===== config.mk =====
export PLATFORM = sky130hd
export DESIGN_NAME = i2csr_top
export DESIGN_NICKNAME = d
export VERILOG_FILES = /design/src/i2csr_pkg.sv /design/src/i2csr_top.sv
export SDC_FILE = /design/constraint.sdc
export NUM_CORES = 1
export LEC_CHECK = 0
export BUFFER_PORTS_ARGS = -buffer_cell sky130_fd_sc_hd__buf_4
export CAP_MARGIN = 10
export CORE_UTILIZATION = 30
export CTS_CLUSTER_DIAMETER = 100
export DETAILED_ROUTE_END_ITERATION = 12
export PLACE_DENSITY = 0.49
export SYNTH_ARGS = -nofsm -noshare
export SYNTH_HDL_FRONTEND = slang
export SYNTH_SLANG_ARGS = --single-unit

===== constraint.sdc =====
create_clock -name hclk -period 2.6 [get_ports hclk]
set_input_delay 0.52 -clock hclk [delete_from_list [all_inputs] [get_ports hclk]]
set_output_delay 0.52 -clock hclk [all_outputs]
set_load 0.02 [all_outputs]

===== src/i2csr_pkg.sv =====
`default_nettype none
package i2csr_pkg;
  // Byte addresses of the register words on the bus.
  localparam logic [7:0] ADDR_STATUS = 8'h00;
  localparam logic [7:0] ADDR_CLEAR = 8'h04;
  localparam logic [7:0] ADDR_CHECK = 8'h08;
  localparam logic [7:0] ADDR_RX = 8'h0C;
  localparam logic [7:0] ADDR_TX = 8'h10;
  localparam logic [7:0] ADDR_CTRL = 8'h14;
  localparam logic [7:0] ADDR_COUNT = 8'h18;
  localparam logic [7:0] ADDR_IRQ_STATUS = 8'h1C;
  localparam logic [7:0] ADDR_IRQ_MASK = 8'h20;

  // Bit positions shared by the status, clear, event and mask words.
  localparam int B_BUSY = 15;
  localparam int B_ALERT = 13;
  localparam int B_TMOUT = 12;
  localparam int B_PECERR = 11;
  localparam int B_OVUN = 10;
  localparam int B_ARLOST = 9;
  localparam int B_BUS_ERROR_FLAG = 8;
  localparam int B_RELOAD = 7;
  localparam int B_DONE = 6;
  localparam int B_STOP = 5;
  localparam int B_NACK = 4;
  localparam int B_ADDR = 3;
  localparam int B_RXFULL = 2;
  localparam int B_TXREQ = 1;
  localparam int B_TXEMPTY = 0;
  localparam int FLAG_W = 16;

  // Bit positions in the control word.
  localparam int C_RELOAD_EN = 0;
  localparam int C_AUTOSTOP_EN = 1;
  localparam int C_SLAVE_BYTE_CTRL = 2;
  localparam int C_STRETCH_DIS = 3;
  localparam int C_MASTER = 4;
  localparam int CTRL_W = 5;

  // Reset values.
  localparam logic [FLAG_W-1:0] FLAGS_RESET = 16'h0000;
  localparam logic [CTRL_W-1:0] CTRL_RESET = 5'h00;
  localparam logic [7:0] BYTE_RESET = 8'h00;

  // Bus encodings.
  localparam logic [1:0] HTRANS_NONSEQ = 2'h2;
  localparam logic [31:0] WORD_ZERO = 32'h0000_0000;
endpackage
`default_nettype wire


===== src/i2csr_top.sv =====
`default_nettype none
// Contract
// - Reload-wait flag sets at count one, reload on
// - Writing byte count clears reload-wait flag
// - Reload-wait only in master or slave byte-control
// - Done flag: shift empty, no autostop/reload, count zero
// - Done flag clears on START or STOP
// - Stop flag sets on STOP, cleared by software
// - Nack flag sets on missing ack, write-one clears
// - Address flag sets on match, write-one clears
// - Rx-full flag follows unread received byte
// - Tx request when byte moves to shifter
// - Write one makes tx request when unstretched
// - Tx empty flag; write one flushes register
// - Alert, timeout, check-error clear by writing one
// - Over/under, arbitration, bus error clear by one
// - Busy sets on START, clears on STOP
module i2csr_top
  import i2csr_pkg::*;
#(
  parameter int CNT_W = 8
) (
  input wire logic hclk,
  input wire logic hresetn,
  // AHB-Lite slave port.
  input wire logic hsel,
  input wire logic [31:0] haddr,
  input wire logic [1:0] htrans,
  input wire logic hwrite,
  input wire logic [2:0] hsize,
  input wire logic [31:0] hwdata,
  input wire logic hready,
  output logic [31:0] hrdata,
  output logic hreadyout,
  output logic hresp,
  // Inputs from the bus-facing part of the controller: one-cycle event pulses, the shift_empty level and data bytes.
  input wire logic start_det,
  input wire logic stop_det,
  input wire logic nack_det,
  input wire logic addr_match_det,
  input wire logic alert_det,
  input wire logic timeout_det,
  input wire logic check_error_det,
  input wire logic over_under_det,
  input wire logic arb_lost_det,
  input wire logic bus_error_det,
  input wire logic byte_done,
  input wire logic rx_byte_valid,
  input wire logic [7:0] rx_byte_data,
  input wire logic tx_shift_load,
  input wire logic shift_empty,
  input wire logic check_valid,
  input wire logic [7:0] check_data,
  // Settings and data toward the bus-facing part, and the interrupt line.
  output logic [7:0] tx_byte,
  output logic tx_byte_valid,
  output logic [CNT_W-1:0] byte_count,
  output logic reload_enable,
  output logic auto_stop_enable,
  output logic slave_byte_control,
  output logic stretch_disable,
  output logic master_mode,
  output logic irq
);

  // Set wins over clear so that an event coinciding with a clear survives.
  function automatic logic flag_next(input logic cur, input logic set, input logic clr);
    if (set) begin
      flag_next = 1'b1;
    end else if (clr) begin
      flag_next = 1'b0;
    end else begin
      flag_next = cur;
    end
  endfunction

  // Register state.
  logic [FLAG_W-1:0] flags;
  logic [FLAG_W-1:0] flags_prev;
  logic [FLAG_W-1:0] irq_status;
  logic [FLAG_W-1:0] irq_mask;
  logic [CTRL_W-1:0] ctrl;
  logic [7:0] receive_byte;
  logic [7:0] check_byte;

  // Data-phase bookkeeping of an accepted write.
  logic wr_pend;
  logic [7:0] wr_addr;

  // Address-phase decode.
  logic accept;
  logic [7:0] a_addr;
  logic rd_accept;

  // Data-phase write strobes and the address-phase receive-read strobe.
  logic wr_status;
  logic wr_clear;
  logic wr_tx;
  logic wr_ctrl;
  logic wr_count;
  logic wr_irq_status;
  logic wr_irq_mask;
  logic rd_rx;

  // Clear-register bits named per flag.
  logic alert_clear;
  logic timeout_clear;
  logic check_error_clear;
  logic over_under_clear;
  logic arb_lost_clear;
  logic bus_error_clear;
  logic stop_seen_clear;
  logic nack_clear;
  logic addr_match_clear;

  // Set terms of the hardware flags.
  logic set_reload;
  logic set_done;
  logic reload_allowed;
  logic next_flag_word;

  // A transfer is taken whenever the bus is ready; this slave stalls only until the first clock after reset.
  assign accept = hsel && (htrans == HTRANS_NONSEQ || htrans == 2'h3) && hready;
  assign a_addr = haddr[7:0];
  assign rd_accept = accept && !hwrite;
  assign rd_rx = rd_accept && (a_addr == ADDR_RX);

  // Data-phase strobes come from the latched address.
  assign wr_status = wr_pend && (wr_addr == ADDR_STATUS);
  assign wr_clear = wr_pend && (wr_addr == ADDR_CLEAR);
  assign wr_tx = wr_pend && (wr_addr == ADDR_TX);
  assign wr_ctrl = wr_pend && (wr_addr == ADDR_CTRL);
  assign wr_count = wr_pend && (wr_addr == ADDR_COUNT);
  assign wr_irq_status = wr_pend && (wr_addr == ADDR_IRQ_STATUS);
  assign wr_irq_mask = wr_pend && (wr_addr == ADDR_IRQ_MASK);

  // Clear bits only act on a one; zeros leave the flags alone.
  assign alert_clear = wr_clear && hwdata[B_ALERT];
  assign timeout_clear = wr_clear && hwdata[B_TMOUT];
  assign check_error_clear = wr_clear && hwdata[B_PECERR];
  assign over_under_clear = wr_clear && hwdata[B_OVUN];
  assign arb_lost_clear = wr_clear && hwdata[B_ARLOST];
  assign bus_error_clear = wr_clear && hwdata[B_BUS_ERROR_FLAG];
  assign stop_seen_clear = wr_clear && hwdata[B_STOP];
  assign nack_clear = wr_clear && hwdata[B_NACK];
  assign addr_match_clear = wr_clear && hwdata[B_ADDR];

  // The reload wait only has meaning for a master or a byte-controlled slave.
  assign reload_allowed = master_mode || slave_byte_control;
  assign set_reload = byte_done && (byte_count == CNT_W'(1)) && reload_enable && reload_allowed;
  // Done is level-driven by an empty shifter at a zero count with no auto stop or reload.
  assign set_done = shift_empty && !auto_stop_enable && !reload_enable && (byte_count == '0);
  assign next_flag_word = 1'b0;

  // The bus never sees an error, and sees a wait state only until the first clock after reset.
  always_ff @(posedge hclk or negedge hresetn) begin
    if (!hresetn) begin
      hreadyout <= 1'b0;
      hresp <= 1'b0;
    end else begin
      hreadyout <= 1'b1;
      hresp <= 1'b0;
    end
  end

  // Latch the address phase of a write so the data phase can use hwdata.
  always_ff @(posedge hclk or negedge hresetn) begin
    if (!hresetn) begin
      wr_pend <= 1'b0;
      wr_addr <= 8'h00;
    end else begin
      wr_pend <= accept && hwrite;
      if (accept) begin
        wr_addr <= a_addr;
      end
    end
  end

  // Read data is registered at the address phase so it stands in the data phase.
  // Unmapped addresses read zero; narrow registers read zero above their width.
  always_ff @(posedge hclk or negedge hresetn) begin
    if (!hresetn) begin
      hrdata <= WORD_ZERO;
    end else if (rd_accept) begin
      unique case (a_addr)
        ADDR_STATUS: hrdata <= {16'h0000, flags};
        ADDR_CHECK: hrdata <= {24'h00_0000, check_byte};
        ADDR_RX: hrdata <= {24'h00_0000, receive_byte};
        ADDR_TX: hrdata <= {24'h00_0000, tx_byte};
        ADDR_CTRL: hrdata <= {27'h000_0000, ctrl};
        ADDR_COUNT: hrdata <= 32'(byte_count);
        ADDR_IRQ_STATUS: hrdata <= {16'h0000, irq_status};
        ADDR_IRQ_MASK: hrdata <= {16'h0000, irq_mask};
        default: hrdata <= WORD_ZERO;
      endcase
    end
  end

  // Control settings that steer the bus-facing logic.
  always_ff @(posedge hclk or negedge hresetn) begin
    if (!hresetn) begin
      ctrl <= CTRL_RESET;
    end else if (wr_ctrl) begin
      ctrl <= hwdata[CTRL_W-1:0];
    end
  end

  assign reload_enable = ctrl[C_RELOAD_EN];
  assign auto_stop_enable = ctrl[C_AUTOSTOP_EN];
  assign slave_byte_control = ctrl[C_SLAVE_BYTE_CTRL];
  assign stretch_disable = ctrl[C_STRETCH_DIS];
  assign master_mode = ctrl[C_MASTER];

  // Byte counter: software loads it, each finished byte counts it down to zero.
  // A load in the same cycle as a finished byte takes the loaded value.
  always_ff @(posedge hclk or negedge hresetn) begin
    if (!hresetn) begin
      byte_count <= '0;
    end else if (wr_count) begin
      byte_count <= hwdata[CNT_W-1:0];
    end else if (byte_done && (byte_count != '0)) begin
      byte_count <= byte_count - CNT_W'(1);
    end
  end

  // Transmit byte: a software write fills it; a flush leaves the byte and only clears tx_byte_valid.
  always_ff @(posedge hclk or negedge hresetn) begin
    if (!hresetn) begin
      tx_byte <= BYTE_RESET;
    end else if (wr_tx) begin
      tx_byte <= hwdata[7:0];
    end
  end

  // Received byte and check byte are captured from the bus-facing logic.
  always_ff @(posedge hclk or negedge hresetn) begin
    if (!hresetn) begin
      receive_byte <= BYTE_RESET;
      check_byte <= BYTE_RESET;
    end else begin
      if (rx_byte_valid) begin
        receive_byte <= rx_byte_data;
      end
      if (check_valid) begin
        check_byte <= check_data;
      end
    end
  end

  // Bus busy follows START and STOP; STOP wins if both arrive together.
  always_ff @(posedge hclk or negedge hresetn) begin
    if (!hresetn) begin
      flags[B_BUSY] <= 1'b0;
    end else if (stop_det) begin
      flags[B_BUSY] <= 1'b0;
    end else if (start_det) begin
      flags[B_BUSY] <= 1'b1;
    end
  end

  // Error and SMBus flags change only by their event or by the clear word.
  always_ff @(posedge hclk or negedge hresetn) begin
    if (!hresetn) begin
      flags[B_ALERT] <= 1'b0;
      flags[B_TMOUT] <= 1'b0;
      flags[B_PECERR] <= 1'b0;
      flags[B_OVUN] <= 1'b0;
      flags[B_ARLOST] <= 1'b0;
      flags[B_BUS_ERROR_FLAG] <= 1'b0;
    end else begin
      flags[B_ALERT] <= flag_next(flags[B_ALERT], alert_det, alert_clear);
      flags[B_TMOUT] <= flag_next(flags[B_TMOUT], timeout_det, timeout_clear);
      flags[B_PECERR] <= flag_next(flags[B_PECERR], check_error_det, check_error_clear);
      flags[B_OVUN] <= flag_next(flags[B_OVUN], over_under_det, over_under_clear);
      flags[B_ARLOST] <= flag_next(flags[B_ARLOST], arb_lost_det, arb_lost_clear);
      flags[B_BUS_ERROR_FLAG] <= flag_next(flags[B_BUS_ERROR_FLAG], bus_error_det, bus_error_clear);
    end
  end

  // Reserved position inside the flag word stays zero.
  always_ff @(posedge hclk or negedge hresetn) begin
    if (!hresetn) begin
      flags[14] <= 1'b0;
    end else begin
      flags[14] <= next_flag_word;
    end
  end

  // Reload wait: set at the last byte of a reloaded chunk, cleared by a new count.
  always_ff @(posedge hclk or negedge hresetn) begin
    if (!hresetn) begin
      flags[B_RELOAD] <= 1'b0;
    end else begin
      flags[B_RELOAD] <= flag_next(flags[B_RELOAD], set_reload, wr_count);
    end
  end

  // Transfer done: a START or STOP clears it, but the set term wins if still true.
  always_ff @(posedge hclk or negedge hresetn) begin
    if (!hresetn) begin
      flags[B_DONE] <= 1'b0;
    end else begin
      flags[B_DONE] <= flag_next(flags[B_DONE], set_done, start_det || stop_det);
    end
  end

  // Stop, nack and address-match flags are sticky until software clears them.
  always_ff @(posedge hclk or negedge hresetn) begin
    if (!hresetn) begin
      flags[B_STOP] <= 1'b0;
      flags[B_NACK] <= 1'b0;
      flags[B_ADDR] <= 1'b0;
    end else begin
      flags[B_STOP] <= flag_next(flags[B_STOP], stop_det, stop_seen_clear);
      flags[B_NACK] <= flag_next(flags[B_NACK], nack_det, nack_clear);
      flags[B_ADDR] <= flag_next(flags[B_ADDR], addr_match_det, addr_match_clear);
    end
  end

  // Receive full: set by a new byte, cleared when software reads the byte.
  always_ff @(posedge hclk or negedge hresetn) begin
    if (!hresetn) begin
      flags[B_RXFULL] <= 1'b0;
    end else begin
      flags[B_RXFULL] <= flag_next(flags[B_RXFULL], rx_byte_valid, rd_rx);
    end
  end

  // Transmit request: set when the byte moves on, or by a write of one while
  // stretching is off so software can preload; a new transmit byte retires it.
  always_ff @(posedge hclk or negedge hresetn) begin
    if (!hresetn) begin
      flags[B_TXREQ] <= 1'b0;
    end else begin
      flags[B_TXREQ] <= flag_next(flags[B_TXREQ],
        tx_shift_load || (wr_status && hwdata[B_TXREQ] && stretch_disable), wr_tx);
    end
  end

  // Transmit empty: the shifter taking the byte or a flush write empties it.
  // Only these two status bits react to status writes; the rest ignore them.
  always_ff @(posedge hclk or negedge hresetn) begin
    if (!hresetn) begin
      flags[B_TXEMPTY] <= 1'b0;
    end else begin
      flags[B_TXEMPTY] <= flag_next(flags[B_TXEMPTY],
        tx_shift_load || (wr_status && hwdata[B_TXEMPTY]), wr_tx);
    end
  end

  // The bus-facing side sees a byte as valid while the register is not empty.
  always_ff @(posedge hclk or negedge hresetn) begin
    if (!hresetn) begin
      tx_byte_valid <= 1'b0;
    end else begin
      tx_byte_valid <= flag_next(tx_byte_valid, wr_tx,
        tx_shift_load || (wr_status && hwdata[B_TXEMPTY]));
    end
  end

  // Event bits latch each rising flag; writing one clears, a new rise wins.
  always_ff @(posedge hclk or negedge hresetn) begin
    if (!hresetn) begin
      flags_prev <= FLAGS_RESET;
      irq_status <= FLAGS_RESET;
    end else begin
      flags_prev <= flags;
      for (int i = 0; i < FLAG_W; i++) begin
        irq_status[i] <= flag_next(irq_status[i], flags[i] && !flags_prev[i],
          wr_irq_status && hwdata[i]);
      end
    end
  end

  // Mask register uses the same layout as the event bits.
  always_ff @(posedge hclk or negedge hresetn) begin
    if (!hresetn) begin
      irq_mask <= FLAGS_RESET;
    end else if (wr_irq_mask) begin
      irq_mask <= hwdata[FLAG_W-1:0];
    end
  end

  // Level interrupt, registered; it lags the event bits by one cycle.
  always_ff @(posedge hclk or negedge hresetn) begin
    if (!hresetn) begin
      irq <= 1'b0;
    end else begin
      irq <= |(irq_status & irq_mask);
    end
  end

  // Size and the upper address bits are not decoded; only whole words are used.
  logic unused_bits;
  assign unused_bits = ^{haddr[31:8], hsize};

endmodule
`default_nettype wire

* Word level (Yosys, flattened, before mapping) *
Cells that the tools add are included.

cells by class
  equal/unequal tests = 16
  multipliers = 0
  bitwise gates (word level) = 1
  add/sub/neg operators = 1
  $lt $le $gt $ge = 0
  muxes and demuxes = 64
  div/mod/pow operators = 0
  shifts and indexed selects = 0
  reductions and logical operators = 120

operators by type and width
  cell                                              number
  one-hot mux 16 bit (8 select lines)               1
  == test 8 x 5 -> 1 bit, second input constant     8
  nonzero test 2 bit                                31
  logical AND 1 bit                                 61
  2-to-1 mux 1 bit                                  61
  logical NOT 8 bit                                 3
  logical NOT 1 bit                                 18
  AND 16 bit                                        1
  == test 8 x 4 -> 1 bit, second input constant     2
  == test 8 x 6 -> 1 bit, second input constant     2
  2-to-1 mux 8 bit                                  2
  OR reduction 16 bit                               1
  == test 8 x 1 -> 1 bit, second input constant     1
  == test 8 x 3 -> 1 bit, second input constant     1
  nonzero test 8 bit                                1
  subtractor 8 x 1 -> 8 bit, second input constant  1
  logical OR 1 bit                                  5
  == test 2 bit, second input constant              2

word-level totals
  input port bits = 105
  word-level logic and storage cells = 245
  output and inout port bits = 57
  latch bits = 0
  memories kept = 0
  register bits after elaboration = 142
  bits in read-only memories = 0
  bits in writable memories = 0

* Depth between registers and ports, before layout *
  depth in word-level cells = 8
  mapped depth = 6
  depth with buffers taken out = 6

* Least setup slack after synthesis *
No wires, ideal clock.

  path type = register to register
  start = reg wr_addr[0]
  end = reg ctrl[0]
  data required time = 2.475 ns
  arrival = 2.019 ns
  buffers on the path = 1
  setup slack = 0.456 ns
  library setup time = 0.125 ns
  stages on the path, launching flop included = 6
  clock period less this slack = 2.144 ns
  cell sequence = dfrtp_1 > or4b_4 > or3_1 > buf_2 > nor3b_4 > mux2_2

on the way
  cells in the longest elaborated chain, start to end = 2

ends and longest elaborated chain
  element                 line              RTL
  start, declared         i2csr_top.sv:88   logic [7:0] wr_addr;
  start signal, assigned  i2csr_top.sv:174  wr_addr <= a_addr;
  == test 8 x 5 -> 1 bit  i2csr_top.sv:132  assign wr_ctrl = wr_pend && (wr_addr == ADDR_CTRL);
  logical AND 1 bit       i2csr_top.sv:132
  end signal, assigned    i2csr_top.sv:204  ctrl <= hwdata[CTRL_W-1:0];
  end, declared           i2csr_top.sv:82   logic [CTRL_W-1:0] ctrl;

Every way passes these cells.
A chain may end at the register's enable or synchronous reset.

* Final worst setup path *
Same ends and word-level chain as after synthesis.

==> reports/summary.md <==
- **crit-path leading delay family** simple AND/OR/NAND/NOR gates
- **global routing's busiest layer** met2
- **diodes inserted** 0
- **total of max-cap violations** 0
- **sort of element at the start of the critical path** register
- **critical path data required time** 2.90 ns
- **post-layout utilization of the core** 0.401
- **global routing usage summed across all routing layers** 0.183
- **cell taking the most area after synthesis** sky130_fd_sc_hd__dfrtp_1
- **Final min period** 2.24 ns
- **standard-cell row count** 50
- **per-cell routed wire length** 19.1 um
- **TNS Setup** 0 ns
- **floorplan core area** 0.0189 mm2
- **cell chosen for the clock root** sky130_fd_sc_hd__clkbuf_16
- **RePlAce Congestion** 0.853
- **area used by multi-input combinational logic** 0.00246 mm2
- **worst slew margin relative to its limit** 0.466
- **total I/O pin count** 162
- **fraction of post-synthesis cell area in the top cell type by area** 0.539
- **DRT Pass-1 Iters** 5
- **clock latency on the worst-skew pair** 0.42 ns
- **Layout area overhead** 29.5%
- **Port Buf Inserts** 100
- **pre-CTS setup slack** 0.320 ns
- **final-report max-slew violation count** 0
- **worst vdd ir** 0.489 mV
- **instance count of the mapped netlist** 521
- **instance count on the critical path** 4
- **Critical Setup Path Class** reg2reg
- **number of nets with antenna violations after routing** 0
- **Synth Area per Inst** 11.2 um2
- **# setup viols final** 0
- **static leakage** 3.22 nW
- **GRT met2 Usage** 0.287
- **total standard cell area after synthesis** 0.00585 mm2
- **number of storage elements in the synthesis netlist** 126
- **fraction of registers with async set/reset** 1.00
- **most frequent cells after synthesis** 126 x sky130_fd_sc_hd__dfrtp_1, 68 x sky130_fd_sc_hd__mux2_2, 55 x sky130_fd_sc_hd__nand2_1
- **number of buffer and inverter stages on the critical path** 0
- **number of buffers inserted for hold repair after clock tree synthesis** 0
- **TritonCTS sink count** 126
- **# nets final** 738
- **met3 usage** 0.0341
- **post-route clock skew** 0.00739 ns
- **area of the die** 0.0201 mm2
- **grt met1 use** 0.247
- **number of vias per cell** 4.99
- **Post-route DRC** 0
- **PD cells** 778 mW/mm2
- **Worst setup EP type** register
- **number of synthesized flops with an enable pin** 0
- **Yosys warnings** 0
- **detailed-route wire length** 17.3 mm
- **period utilization** 0.862
- **CP Max Fanout** 5
- **fraction of final layout cells sized beyond drive strength 1** 0.347
- **final number of hold-violating endpoints** 0
- **initial antenna violation count** 0
- **clock transition at the register clock pins on the worst setup and hold paths after CTS** 0.06 ns
- **count of cells resized by post-cts repair** 0
- **critical path, cell by cell** or4b_4 -> or3_1 -> nor3b_4 -> mux2_2
- **depth of the worst register-to-register path** 4
- **fin worst setup slack** 0.359 ns
- **register area share after synthesis** 0.539
- **Max clock buf depth** 2
- **reg2reg end** ctrl[0]$_DFFE_PN0P_
- **number of violations reported at the end of detailed-routing iteration 0** 249
- **TritonCTS clock tree** yes
- **postcts setup bufs** 0
- **leading cell types by total area after synthesis** sky130_fd_sc_hd__dfrtp_1 54%, sky130_fd_sc_hd__mux2_2 13%, sky130_fd_sc_hd__o21ai_0 3.6%, sky130_fd_sc_hd__nand2_1 3.5%, sky130_fd_sc_hd__buf_4 2.2%
- **routed via count** 4499
- **Critical Path End** ctrl[0]$_DFFE_PN0P_
- **critical path's largest stage delay** 0.57 ns
- **number of library cell types mapped by synthesis** 56
- **Slowest cell on crit path** sky130_fd_sc_hd__or4b_4
- **RSZ-0062 raised after global routing** false
- **source of the worst register-to-register timing path** wr_addr[0]$_DFFE_PN0P_
- **leading register cell type out of synthesis** sky130_fd_sc_hd__dfrtp_1
- **via count of the first global-routing pass** 4566
- **sequential cell area** 0.00315 mm2
- **R2R setup slack** 0.36 ns
- **htree depth** 4
- **Critical path origin** wr_addr[0]$_DFFE_PN0P_
- **number of clock buffers inserted by TritonCTS** 17
- **Fillers** 1867
- **result of the run** complete, no violations
- **most frequent cell after synthesis** sky130_fd_sc_hd__dfrtp_1
- **die height** 142 um
- **critical path data arrival time** 2.54 ns
- **peak clock frequency supported by timing** 0.446 GHz
- **initial core utilization** 0.310
- **HP Class** in2async
- **total grt overflow** 0
- **wire length of the first global-routing pass** 27.1 mm
- **transition time at the pin with the least slew margin** 0.801 ns
- **HPWL after DPL** 12.4 mm
- **Die W** 142 um
- **maximum number of pins on one net before global-route repair** 49
[power breakdown]
part           total, mW  internal [mW]  switching [mW]
Combinational      0.883          0.408           0.476
Sequential          2.32           2.11           0.204
Clock               2.70           1.84           0.859
[stage by stage]
step	hold slack, ns	instance area, um2	std cells	total power [mW]
finish	0.0714	7580	902	5.90
global route	0.105	7580	902	6.15
CTS	0.0780	7580	902	5.96
floorplan	0.224	5910	537	2.82
global placement	0.392	6910	871	3.22
detailed placement	0.401	6910	871	3.24
[logic make-up after synthesis]
group | Yosys count | share of synthesized area
fa+ha+maj | 3 | 0.00641
compound gates | 124 | 0.140
mux | 75 | 0.143
flops | 126 | 0.539
xor+xnor | 3 | 0.00449
simple gates | 126 | 0.115
buf+inv | 62 | 0.0511
other cells | 2 | 0.00128
[worst reg2reg max path, stage by stage, from the launching register on]
cell	delay, ns
sky130_fd_sc_hd__dfrtp_1	0.39
sky130_fd_sc_hd__or4b_4	0.57
sky130_fd_sc_hd__or3_1	0.42
sky130_fd_sc_hd__nor3b_4	0.36
sky130_fd_sc_hd__mux2_2	0.38
[final cells by class]
cell class | count | share of cell area
multi-input combinational | 349 | 0.325
sequential | 126 | 0.416
inverter | 20 | 0.00990
clock buffer | 20 | 0.0602
timing repair buffer | 116 | 0.118
tap | 260 | 0.0429
clock inverter | 11 | 0.0281
[routing by layer]
layer | vias up | part of all wire
met5 | - | 0
met4 | 0 | 0.022
met3 | 19 | 0.046
met2 | 128 | 0.47
met1 | 2267 | 0.46
li1 | 2085 | -
[flip-flops by register name, indices dropped and copies added, names as in the netlist, 5 cells and up]
signal	cells
receive_byte	8
flags	15
wr_addr	8
irq_status	15
byte_count	8
check_byte	8
hrdata	16
flags_prev	15
irq_mask	16
ctrl	5
tx_byte	8
[cell usage in the layout, fill, tap and decap left out, types with 4 or more instances in the layout]
cell type and n:
sky130_fd_sc_hd__a21o_1 10, sky130_fd_sc_hd__a21oi_1 17, sky130_fd_sc_hd__a221o_1 5, sky130_fd_sc_hd__a221oi_1 4, sky130_fd_sc_hd__a22oi_1 14, sky130_fd_sc_hd__a2bb2oi_1 4
sky130_fd_sc_hd__buf_4 114, sky130_fd_sc_hd__bufinv_16 6, sky130_fd_sc_hd__clkbuf_16 17, sky130_fd_sc_hd__conb_1 18, sky130_fd_sc_hd__dfrtp_1 126, sky130_fd_sc_hd__inv_1 20
sky130_fd_sc_hd__mux2_2 68, sky130_fd_sc_hd__mux2i_1 7, sky130_fd_sc_hd__nand2_1 55, sky130_fd_sc_hd__nand3_1 12, sky130_fd_sc_hd__nor2_1 12, sky130_fd_sc_hd__nor3_1 10
sky130_fd_sc_hd__o211ai_1 7, sky130_fd_sc_hd__o21ai_0 42, sky130_fd_sc_hd__or3b_2 4
[worst min path at each step]
stage	endpoint	cells after the start	startpoint	slack [ns]
2_1_floorplan	byte_count[0]$_DFFE_PN0P_	0	hresetn	0.22
3_3_place_gp	flags_prev[7]$_DFF_PN0_	0	flags[7]$_DFFE_PN0P_	0.39
3_5_place_dp	flags_prev[7]$_DFF_PN0_	0	flags[7]$_DFFE_PN0P_	0.40
4_1_cts	hreadyout$_DFF_PN0_	1	hresetn	0.08
5_1_grt	hreadyout$_DFF_PN0_	1	hresetn	0.11
6_report	hreadyout$_DFF_PN0_	1	hresetn	0.07
Note: power is estimated with default switching activity, not from simulation.
